**src/brkb_cfg.svh**
```systemverilog
// offsets, field positions, reset values for the channel b break matcher
`ifndef BRKB_CFG_SVH
`define BRKB_CFG_SVH

// ----------------------------------------------------------------
// register offsets (byte addresses)
// ----------------------------------------------------------------
`define BRKB_OFF_ADDR 8'h00
`define BRKB_OFF_AMASK 8'h04
`define BRKB_OFF_DATA 8'h08
`define BRKB_OFF_DMASK 8'h0C
`define BRKB_OFF_QUAL 8'h10
`define BRKB_OFF_CTRL 8'h14
`define BRKB_OFF_ASID 8'h18
`define BRKB_OFF_IRQ_STAT 8'h1C
`define BRKB_OFF_IRQ_MASK 8'h20

// ----------------------------------------------------------------
// field positions
// ----------------------------------------------------------------
`define BRKB_QUAL_MASTER_HI 7
`define BRKB_QUAL_MASTER_LO 6
`define BRKB_QUAL_ACCESS_HI 5
`define BRKB_QUAL_ACCESS_LO 4
`define BRKB_QUAL_DIR_HI 3
`define BRKB_QUAL_DIR_LO 2
`define BRKB_QUAL_SIZE_HI 1
`define BRKB_QUAL_SIZE_LO 0
`define BRKB_CTRL_ASID_DIS 20
`define BRKB_CTRL_CPU_FLAG 14
`define BRKB_CTRL_DMA_FLAG 12
`define BRKB_CTRL_DATA_EN 3
`define BRKB_IRQ_CPU 0
`define BRKB_IRQ_DMA 1

// ----------------------------------------------------------------
// reset values and codes
// ----------------------------------------------------------------
`define BRKB_RST_WORD 32'h0000_0000
`define BRKB_RST_QUAL 8'h00
`define BRKB_RST_ASID 8'h00
`define BRKB_RST_IRQ 2'h0
`define BRKB_SEL_NONE 2'h0
`define BRKB_SEL_LO 2'h1
`define BRKB_SEL_HI 2'h2
`define BRKB_SZ_BYTE 2'h1
`define BRKB_SZ_WORD 2'h2
`define BRKB_SZ_LONG 2'h3

`endif

```
**src/brkb_pkg.sv**
```systemverilog
// types shared by the channel b break matcher
package brkb_pkg;

    // one observed bus cycle; size coded 01 byte, 10 word, 11 long
    typedef struct packed {
        logic valid;
        logic is_dma;
        logic is_fetch;
        logic is_write;
        logic [1:0] size;
        logic [7:0] asid;
        logic [31:0] addr;
        logic [31:0] data;
    } brkb_bus_t;

    // software-set compare settings
    typedef struct packed {
        logic [31:0] addr;
        logic [31:0] amask;
        logic [31:0] bdata;
        logic [31:0] dmask;
        logic [7:0] qual;
        logic [7:0] asid;
        logic asid_dis;
        logic data_en;
    } brkb_cfg_t;

endpackage

```
**src/brkb_cmp.sv**
```systemverilog
// combinational channel b condition compare
`timescale 1ns/1ps
`include "brkb_cfg.svh"

module brkb_cmp import brkb_pkg::*; (
    input wire brkb_cfg_t cfg,
    input wire brkb_bus_t bus,
    output logic hit_cpu,
    output logic hit_dma
);

    // equal on every bit whose mask bit is 0
    function automatic logic masked_eq(input logic [31:0] a, input logic [31:0] b,
                                       input logic [31:0] m);
        masked_eq = ((a ^ b) & ~m) == 32'h0000_0000;
    endfunction

    // two-bit selector: 00 never, 01 low case, 10 high case, 11 either
    function automatic logic sel_ok(input logic [1:0] sel, input logic is_hi);
        sel_ok = is_hi ? sel[1] : sel[0];
    endfunction

    logic [1:0] master;
    logic [1:0] access;
    logic [1:0] dir;
    logic [1:0] size;
    logic addr_ok;
    logic data_ok;
    logic asid_ok;
    logic qual_ok;
    logic [7:0] brk_byte;
    logic [7:0] msk_byte;

    // ----------------------------------------------------------------
    // condition terms
    // ----------------------------------------------------------------
    always_comb begin
        master = cfg.qual[`BRKB_QUAL_MASTER_HI:`BRKB_QUAL_MASTER_LO];
        access = cfg.qual[`BRKB_QUAL_ACCESS_HI:`BRKB_QUAL_ACCESS_LO];
        dir = cfg.qual[`BRKB_QUAL_DIR_HI:`BRKB_QUAL_DIR_LO];
        size = cfg.qual[`BRKB_QUAL_SIZE_HI:`BRKB_QUAL_SIZE_LO];
        addr_ok = masked_eq(bus.addr, cfg.addr, cfg.amask);
        // byte compare lane follows address parity
        brk_byte = bus.addr[0] ? cfg.bdata[7:0] : cfg.bdata[15:8];
        msk_byte = bus.addr[0] ? cfg.dmask[7:0] : cfg.dmask[15:8];
        data_ok = 1'b1;
        if (cfg.data_en) begin
            if (bus.size == `BRKB_SZ_BYTE) begin
                data_ok = masked_eq({24'h00_0000, bus.data[7:0]}, {24'h00_0000, brk_byte},
                                    {24'hFF_FFFF, msk_byte});
            end else if (bus.size == `BRKB_SZ_WORD) begin
                data_ok = masked_eq({16'h0000, bus.data[15:0]}, {16'h0000, cfg.bdata[15:0]},
                                    {16'hFFFF, cfg.dmask[15:0]});
            end else begin
                data_ok = masked_eq(bus.data, cfg.bdata, cfg.dmask);
            end
        end
        asid_ok = cfg.asid_dis || (bus.asid == cfg.asid);
        // a 00 access or direction selector never matches; a 00 size selector means no size comparison
        qual_ok = sel_ok(access, ~bus.is_fetch)
            && sel_ok(dir, bus.is_write)
            && (size == `BRKB_SEL_NONE || size == bus.size);
    end

    // ----------------------------------------------------------------
    // per-master hits, all terms in the same cycle
    // ----------------------------------------------------------------
    always_comb begin
        hit_cpu = bus.valid && !bus.is_dma && master[0]
            && addr_ok && data_ok && asid_ok && qual_ok;
        hit_dma = bus.valid && bus.is_dma && (master == `BRKB_SEL_HI)
            && addr_ok && data_ok && asid_ok && qual_ok;
    end

endmodule

```
**src/brkb_top.sv**
```systemverilog
// channel b break matcher: registers, flags, interrupt
// ----------------------------------------------------------------
// ----------------------------------------------------------------
`timescale 1ns/1ps
`include "brkb_cfg.svh"

module brkb_top import brkb_pkg::*; (
    input wire logic clk,
    input wire logic rst_n,
    input wire logic [7:0] reg_addr,
    input wire logic [31:0] reg_wdata,
    input wire logic reg_wr,
    input wire logic reg_rd,
    output logic [31:0] reg_rdata,
    input wire brkb_bus_t bus_i,
    output logic match_cpu,
    output logic match_dma,
    output logic irq
);

    // ----------------------------------------------------------------
    // state
    // ----------------------------------------------------------------
    brkb_cfg_t cfg_r;
    brkb_cfg_t cfg_nxt;
    logic cpu_flag_r;
    logic cpu_flag_nxt;
    logic dma_flag_r;
    logic dma_flag_nxt;
    logic [1:0] irq_stat_r;
    logic [1:0] irq_stat_nxt;
    logic [1:0] irq_mask_r;
    logic [1:0] irq_mask_nxt;
    logic [31:0] rdata_r;
    logic [31:0] rdata_nxt;
    logic match_cpu_r;
    logic match_dma_r;
    logic hit_cpu;
    logic hit_dma;
    logic wr_ctrl;
    logic [31:0] ctrl_view;

    // ----------------------------------------------------------------
    // compare
    // ----------------------------------------------------------------
    brkb_cmp u_cmp (
        .cfg(cfg_r),
        .bus(bus_i),
        .hit_cpu(hit_cpu),
        .hit_dma(hit_dma)
    );

    // control word as software sees it
    always_comb begin
        ctrl_view = `BRKB_RST_WORD;
        ctrl_view[`BRKB_CTRL_ASID_DIS] = cfg_r.asid_dis;
        ctrl_view[`BRKB_CTRL_CPU_FLAG] = cpu_flag_r;
        ctrl_view[`BRKB_CTRL_DMA_FLAG] = dma_flag_r;
        ctrl_view[`BRKB_CTRL_DATA_EN] = cfg_r.data_en;
    end

    // ----------------------------------------------------------------
    // register writes
    // ----------------------------------------------------------------
    always_comb begin
        cfg_nxt = cfg_r;
        irq_mask_nxt = irq_mask_r;
        wr_ctrl = reg_wr && (reg_addr == `BRKB_OFF_CTRL);
        if (reg_wr) begin
            if (reg_addr == `BRKB_OFF_ADDR) begin
                cfg_nxt.addr = reg_wdata;
            end else if (reg_addr == `BRKB_OFF_AMASK) begin
                cfg_nxt.amask = reg_wdata;
            end else if (reg_addr == `BRKB_OFF_DATA) begin
                cfg_nxt.bdata = reg_wdata;
            end else if (reg_addr == `BRKB_OFF_DMASK) begin
                cfg_nxt.dmask = reg_wdata;
            end else if (reg_addr == `BRKB_OFF_QUAL) begin
                cfg_nxt.qual = reg_wdata[7:0]; // upper 24 bits not stored
            end else if (reg_addr == `BRKB_OFF_CTRL) begin
                cfg_nxt.asid_dis = reg_wdata[`BRKB_CTRL_ASID_DIS];
                cfg_nxt.data_en = reg_wdata[`BRKB_CTRL_DATA_EN];
            end else if (reg_addr == `BRKB_OFF_ASID) begin
                cfg_nxt.asid = reg_wdata[7:0];
            end else if (reg_addr == `BRKB_OFF_IRQ_MASK) begin
                irq_mask_nxt = reg_wdata[1:0];
            end
        end
    end

    // ----------------------------------------------------------------
    // sticky flags: a hit in the clearing cycle wins over the clear
    // ----------------------------------------------------------------
    always_comb begin
        cpu_flag_nxt = cpu_flag_r;
        dma_flag_nxt = dma_flag_r;
        if (wr_ctrl && !reg_wdata[`BRKB_CTRL_CPU_FLAG]) begin
            cpu_flag_nxt = 1'b0;
        end
        if (wr_ctrl && !reg_wdata[`BRKB_CTRL_DMA_FLAG]) begin
            dma_flag_nxt = 1'b0;
        end
        if (hit_cpu) begin
            cpu_flag_nxt = 1'b1;
        end
        if (hit_dma) begin
            dma_flag_nxt = 1'b1;
        end
    end

    // interrupt status: read clears, new events still land
    always_comb begin
        irq_stat_nxt = irq_stat_r;
        if (reg_rd && reg_addr == `BRKB_OFF_IRQ_STAT) begin
            irq_stat_nxt = `BRKB_RST_IRQ;
        end
        irq_stat_nxt[`BRKB_IRQ_CPU] = irq_stat_nxt[`BRKB_IRQ_CPU] | hit_cpu;
        irq_stat_nxt[`BRKB_IRQ_DMA] = irq_stat_nxt[`BRKB_IRQ_DMA] | hit_dma;
    end

    // ----------------------------------------------------------------
    // read path, data valid the cycle after the strobe
    // ----------------------------------------------------------------
    always_comb begin
        rdata_nxt = `BRKB_RST_WORD;
        if (reg_rd) begin
            if (reg_addr == `BRKB_OFF_ADDR) begin
                rdata_nxt = cfg_r.addr;
            end else if (reg_addr == `BRKB_OFF_AMASK) begin
                rdata_nxt = cfg_r.amask;
            end else if (reg_addr == `BRKB_OFF_DATA) begin
                rdata_nxt = cfg_r.bdata;
            end else if (reg_addr == `BRKB_OFF_DMASK) begin
                rdata_nxt = cfg_r.dmask;
            end else if (reg_addr == `BRKB_OFF_QUAL) begin
                rdata_nxt = {24'h00_0000, cfg_r.qual};
            end else if (reg_addr == `BRKB_OFF_CTRL) begin
                rdata_nxt = ctrl_view;
            end else if (reg_addr == `BRKB_OFF_ASID) begin
                rdata_nxt = {24'h00_0000, cfg_r.asid};
            end else if (reg_addr == `BRKB_OFF_IRQ_STAT) begin
                rdata_nxt = {30'h0, irq_stat_r};
            end else if (reg_addr == `BRKB_OFF_IRQ_MASK) begin
                rdata_nxt = {30'h0, irq_mask_r};
            end
        end
    end

    // ----------------------------------------------------------------
    // registers; zero compare settings mean master select 00, no match
    // ----------------------------------------------------------------
    always_ff @(posedge clk) begin
        if (!rst_n) begin
            cfg_r <= '0;
            cpu_flag_r <= 1'b0;
            dma_flag_r <= 1'b0;
            irq_stat_r <= `BRKB_RST_IRQ;
            irq_mask_r <= `BRKB_RST_IRQ;
            rdata_r <= `BRKB_RST_WORD;
            match_cpu_r <= 1'b0;
            match_dma_r <= 1'b0;
        end else begin
            cfg_r <= cfg_nxt;
            cpu_flag_r <= cpu_flag_nxt;
            dma_flag_r <= dma_flag_nxt;
            irq_stat_r <= irq_stat_nxt;
            irq_mask_r <= irq_mask_nxt;
            rdata_r <= rdata_nxt;
            match_cpu_r <= hit_cpu;
            match_dma_r <= hit_dma;
        end
    end

    // outputs
    assign reg_rdata = rdata_r;
    assign match_cpu = match_cpu_r;
    assign match_dma = match_dma_r;
    assign irq = |(irq_stat_r & irq_mask_r);

    // ----------------------------------------------------------------
    // checks
    // ----------------------------------------------------------------
    property p_addr_miss;
        @(posedge clk) disable iff (!rst_n)
        bus_i.valid && (((bus_i.addr ^ cfg_r.addr) & ~cfg_r.amask) != 32'h0000_0000)
            |=> !match_cpu && !match_dma;
    endproperty
    a_addr_miss: assert property (p_addr_miss) else $error("match despite address miss");

    property p_mask_hit;
        @(posedge clk) disable iff (!rst_n)
        bus_i.valid && !bus_i.is_dma && cfg_r.amask == 32'hFFFF_FFFF && cfg_r.qual == 8'hFC
            && !cfg_r.data_en && cfg_r.asid_dis |=> match_cpu;
    endproperty
    a_mask_hit: assert property (p_mask_hit) else $error("fully masked cpu cycle missed");

    property p_long_data_miss;
        @(posedge clk) disable iff (!rst_n)
        bus_i.valid && cfg_r.data_en && bus_i.size == `BRKB_SZ_LONG
            && (((bus_i.data ^ cfg_r.bdata) & ~cfg_r.dmask) != 32'h0000_0000)
            |=> !match_cpu && !match_dma;
    endproperty
    a_long_data_miss: assert property (p_long_data_miss) else $error("data miss matched");

    property p_byte_lane;
        @(posedge clk) disable iff (!rst_n)
        bus_i.valid && cfg_r.data_en && bus_i.size == `BRKB_SZ_BYTE && !bus_i.addr[0]
            && (((bus_i.data[7:0] ^ cfg_r.bdata[15:8]) & ~cfg_r.dmask[15:8]) != 8'h00)
            |=> !match_cpu && !match_dma;
    endproperty
    a_byte_lane: assert property (p_byte_lane) else $error("even byte lane wrong");

    property p_master;
        @(posedge clk) disable iff (!rst_n)
        (cfg_r.qual[7:6] == `BRKB_SEL_NONE |=> !match_cpu && !match_dma)
        and (cfg_r.qual[6] |=> !match_dma)
        and (cfg_r.qual[7:6] == `BRKB_SEL_HI |=> !match_cpu);
    endproperty
    a_master: assert property (p_master) else $error("bus master selector ignored");

    property p_access;
        @(posedge clk) disable iff (!rst_n)
        bus_i.valid && !cfg_r.qual[bus_i.is_fetch ? 4 : 5] |=> !match_cpu && !match_dma;
    endproperty
    a_access: assert property (p_access) else $error("access type selector ignored");

    property p_dir;
        @(posedge clk) disable iff (!rst_n)
        bus_i.valid && !cfg_r.qual[bus_i.is_write ? 3 : 2] |=> !match_cpu && !match_dma;
    endproperty
    a_dir: assert property (p_dir) else $error("direction selector ignored");

    property p_size;
        @(posedge clk) disable iff (!rst_n)
        bus_i.valid && cfg_r.qual[1:0] != `BRKB_SEL_NONE && cfg_r.qual[1:0] != bus_i.size
            |=> !match_cpu && !match_dma;
    endproperty
    a_size: assert property (p_size) else $error("size selector ignored");

    property p_qual_read;
        @(posedge clk) disable iff (!rst_n)
        reg_rd && reg_addr == `BRKB_OFF_QUAL |=> reg_rdata[31:8] == 24'h00_0000
            && reg_rdata[7:0] == $past(cfg_r.qual);
    endproperty
    a_qual_read: assert property (p_qual_read) else $error("qualifier read wrong");

    property p_flag;
        @(posedge clk) disable iff (!rst_n)
        (match_cpu |-> cpu_flag_r)
        and (cpu_flag_r && !(wr_ctrl && !reg_wdata[`BRKB_CTRL_CPU_FLAG]) |=> cpu_flag_r);
    endproperty
    a_flag: assert property (p_flag) else $error("cpu match flag not sticky");

    property p_asid;
        @(posedge clk) disable iff (!rst_n)
        bus_i.valid && !cfg_r.asid_dis && bus_i.asid != cfg_r.asid |=> !match_cpu && !match_dma;
    endproperty
    a_asid: assert property (p_asid) else $error("asid mismatch matched");

    property p_reset;
        @(posedge clk)
        !rst_n |=> cfg_r == '0 && !match_cpu && !match_dma && !irq;
    endproperty
    a_reset: assert property (p_reset) else $error("reset left compare state");

    property p_odd_lane;
        @(posedge clk) disable iff (!rst_n)
        bus_i.valid && cfg_r.data_en && bus_i.size == `BRKB_SZ_BYTE && bus_i.addr[0]
            && (((bus_i.data[7:0] ^ cfg_r.bdata[7:0]) & ~cfg_r.dmask[7:0]) != 8'h00)
            |=> !match_cpu && !match_dma;
    endproperty
    a_odd_lane: assert property (p_odd_lane) else $error("odd byte lane wrong");

    // a clear with no hit in the same cycle must take effect
    property p_flag_clear;
        @(posedge clk) disable iff (!rst_n)
        wr_ctrl && !reg_wdata[`BRKB_CTRL_CPU_FLAG] && !hit_cpu |=> !cpu_flag_r;
    endproperty
    a_flag_clear: assert property (p_flag_clear) else $error("cpu flag not cleared");

    property p_idle_bus;
        @(posedge clk) disable iff (!rst_n)
        !bus_i.valid |=> !match_cpu && !match_dma;
    endproperty
    a_idle_bus: assert property (p_idle_bus) else $error("match without cycle");

    property p_master_kind;
        @(posedge clk) disable iff (!rst_n)
        (bus_i.valid && bus_i.is_dma |=> !match_cpu)
        and (bus_i.valid && !bus_i.is_dma |=> !match_dma);
    endproperty
    a_master_kind: assert property (p_master_kind) else $error("wrong master");

endmodule

```
**config.mk**
```make
export PLATFORM = sky130hd
export DESIGN_NAME = brkb_top
export DESIGN_NICKNAME = d
export VERILOG_FILES = /design/src/brkb_pkg.sv /design/src/brkb_cmp.sv /design/src/brkb_top.sv
export VERILOG_INCLUDE_DIRS = /design/src
export SDC_FILE = /design/constraint.sdc
export NUM_CORES = 1
export LEC_CHECK = 0
export BUFFER_PORTS_ARGS = -buffer_cell sky130_fd_sc_hd__buf_2
export CAP_MARGIN = 20
export CORE_UTILIZATION = 55
export CTS_CLUSTER_SIZE = 40
export DETAILED_ROUTE_END_ITERATION = 6
export PLACE_DENSITY = 0.79
export SYNTH_ARGS = -nofsm -noshare
export SYNTH_HDL_FRONTEND = slang
export SYNTH_SLANG_ARGS = --single-unit
```
**constraint.sdc**
```tcl
create_clock -name clk -period 4.9 [get_ports clk]
set_input_delay 0.49 -clock clk [delete_from_list [all_inputs] [get_ports clk]]
set_output_delay 0.49 -clock clk [all_outputs]
set_load 0.02 [all_outputs]
```
==> impl_results.md <==
* Hold-fix buffers, CTS at 0
* Placer congestion estimate at approximately 0.94
* Crit path capture type: flop
* Cts repair resizes at 0
* Core Util, Final at 65.9%
* First-pass GRT wire length at roughly 43 mm
* Comb power frac at 6.8%
* Pwr per Cell Area at 325 mW/mm²
* Total power draw at 3.24 mW
* Switching share of power at 22.5%
* Worst hold margin at 331 ps
* Pleak at 3.57 nW
* Core area at ~0.015 mm²
* Setup TNS at 0 ps
* Hold Crit Class: in2reg
* Number of global-route vias before repair at 7767
* Largest net degree at the start of global routing at between 100 and 150
* WS Path Type: in2reg
* Violated checks: design-rule violations
* Antenna Violating Nets Remaining at 0
* Total Routed Length at 27.7 mm
* Finished Cell Area at 0.00998 mm²
* Mapped cell area at 0.00851 mm²
* Num CTS Buffers at 17
* Clock share of power at a little under half
* GRT Util Overall at 35.0%
* Seq pwr share at a little under half
* Netlist cell types at 50
* Max-Cap Viols at 0
* DRT iter0 DRCs at 1156
* WL/cell at 19.9 µm
* Nets at approximately 1300
* Die ar. at roughly 0.016 mm²
* Max Slew Vio Count at 0
* Reg clk slew, reported paths at approximately 70 ps
* Status: complete, but fails checks
* Avg Cell Area, Syn at 7.94 µm²
* Period Utilization, post-route at 57.3%
* Leading area contributor after synthesis: dfxtp_1
* N_diodes at 0
* Min Clock Period, post-route at 2810 ps
* Commonest non-fill, non-tap cells in the layout: nand2_1 (281), dfxtp_1 (186), a21oi_1 (169)
* Die height at 126 µm
* Post-Syn Nets at roughly 1200
* Post-CTS Setup Inserts at 0
* Initial DRT Pass Iterations at 7
* Max clock buf depth at 2
* Post-synth EDFFs at 0
* Vias after detailed routing at 8563
* CTS tree: built
* Yosys warning total at 0
* Clk_skew at 6.85 ps
* Switching Power at 728 µW
* CP max FO at 29
* CTS Sinks at approximately 190
* #FFs+latches synth at 186
* Top_reg_cell synth: dfxtp_1
* Num rows at 45
* CP Data Required Time at approximately 5300 ps
* DRC Markers at 4
* CTS H-tree lvls at 4
* Avg Vias per Cell at 6.15
* Ranking of synthesized cells by area: dfxtp_1 (44%), nand2_1 (12%), a21oi_1 (9.9%), xnor2_1 (7.4%), nor2_1 (2.6%)
* Grt ovf at 0
* Pre-CTS setup slack at 1780 ps
* Commonest non-fill, non-tap cell in the layout: nand2_1
* Die width at between 100 and 150 µm
* Dpl cells at around 1400
* # port buffers at 156
* Initial antenna violation count at 0
* Final hold vios at 0
* Slew @ Worst Pin at 786 ps
* Sequential-to-total area share from yosys stat at 43.7%
* Post-Layout Cell Count at 1392
* Hpwl dp at 19.4 mm
* CP Data Arrival Time at 3170 ps
* Final WS setup at 2090 ps
* FFs w/ async S/R, synth at 0%
* Hold Crit Start: reg_wdata[15]
* Area grow syn2layout at 17.2%
* Fillers at around 1300
* Share of the synthesized area in the top cell type at approximately 44%
* Share of cells above drive strength 1 at between 10% and 20%
* Max rail drop VDD at between 0.2 and 0.3 mV
* CTS Root Cell: clkbuf_16
* Unrepaired setup endpoints after global routing: false
* Mapped Cells at roughly 1100
* IO Pins at between 150 and 200
* Critical path startpoint category: primary input
* RR Startpoint: cfg_r[8]
* Critical Path Source: reg_addr[2]
* Normalized max-slew margin at 47.4%
* Fmax at 356 MHz
* Int Pwr at 2.51 mW
* DP Area at 0.00931 mm²
* Clock Latency Late Sink at 430 ps
* Initial Util at roughly 56%
* Final setup violation count at 0
## power groups by stage
| stage | Combinational, mW | Clock [mW] | Sequential [mW] |
|---|---|---|---|
| detailed placement | 0.209 | 0 | 1.55 |
| CTS | 0.210 | 1.50 | 1.51 |
| global route | 0.230 | 1.57 | 1.51 |
| floorplan | 0.0937 | 0 | 1.55 |
| finish | 0.220 | 1.51 | 1.51 |
| global placement | 0.208 | 0 | 1.55 |
## critical path: stages
cell,delay [ps]
buf_2,300
nor4_1,460
nand2_1,600
nand3_1,710
buf_4,350
nand2_1,80
a21oi_1,140
## cells by family (layout without fill, tap and decap cells)
logic type	Yosys count	count (layout)	synth area share, %
flip-flops	186	186	43.7
multiplexers	23	23	2.85
buffers and inverters	73	205	3.88
AO/OA/AOI/OAI	292	292	20.2
XOR/XNOR	80	80	8.23
AND/OR/NAND/NOR	418	418	21.0
## layer usage
| layer | GRT usage (%) | up-vias | part of all wire (%) |
|---|---|---|---|
| met4 | 15.2 | 0 | 4.0 |
| li1 | - | 3947 | - |
| met5 | 0 | - | 0 |
| met3 | 8.39 | 93 | 11 |
| met2 | 52.9 | 569 | 44 |
| met1 | 47.7 | 3954 | 41 |
## sequential cells by signal, summed over array words and instances, names as in the netlist
register and count:
cfg_r 146, reg_rdata 32, irq_mask_r 2, irq_stat_r 2, cpu_flag_r 1, dma_flag_r 1
match_cpu 1, match_dma 1
## cell usage after synthesis, drive strengths merged (2+ instances only)
master	number
nor3	7
a21oi	169
nor4	13
dfxtp	186
and3	8
nor2b	6
xnor2	72
o221ai	10
nand2	282
o22ai	33
mux2	10
or4	2
a221oi	8
mux2i	13
xor2	8
clkbuf	35
nand3	17
inv	5
a22oi	27
nand2b	4
a21o	2
o211ai	4
and2	5
o21ai	22
nor2	59
buf	33
nand4	8
or3	3
a22o	6
o32ai	2
a221o	5
nor3b	2
## area by class of cell
| class | instances | area, µm² | area share [%] |
|---|---|---|---|
| Clock buffer | 25 | 505 | 5.07 |
| Clock inverter | 6 | 134 | 1.34 |
| Inverter | 5 | 21.3 | 0.213 |
| Multi-Input combinational cell | 813 | 4460 | 44.7 |
| Sequential cell | 186 | 3720 | 37.3 |
| Tap cell | 188 | 235 | 2.36 |
| Timing Repair Buffer | 169 | 898 | 9.01 |
## final timing paths
| path | cells after the start | endpoint | slack (ps) |
|---|---|---|---|
| worst max-delay path | 7 | cfg_r[66] | 2090 |
| worst min-delay path | 3 | cfg_r[33] | 330 |
| worst max register to register | 6 | match_cpu | 2730 |
| worst min register to register | 2 | cfg_r[92] | 480 |
No activity file was read; power rests on OpenSTA's default activity.
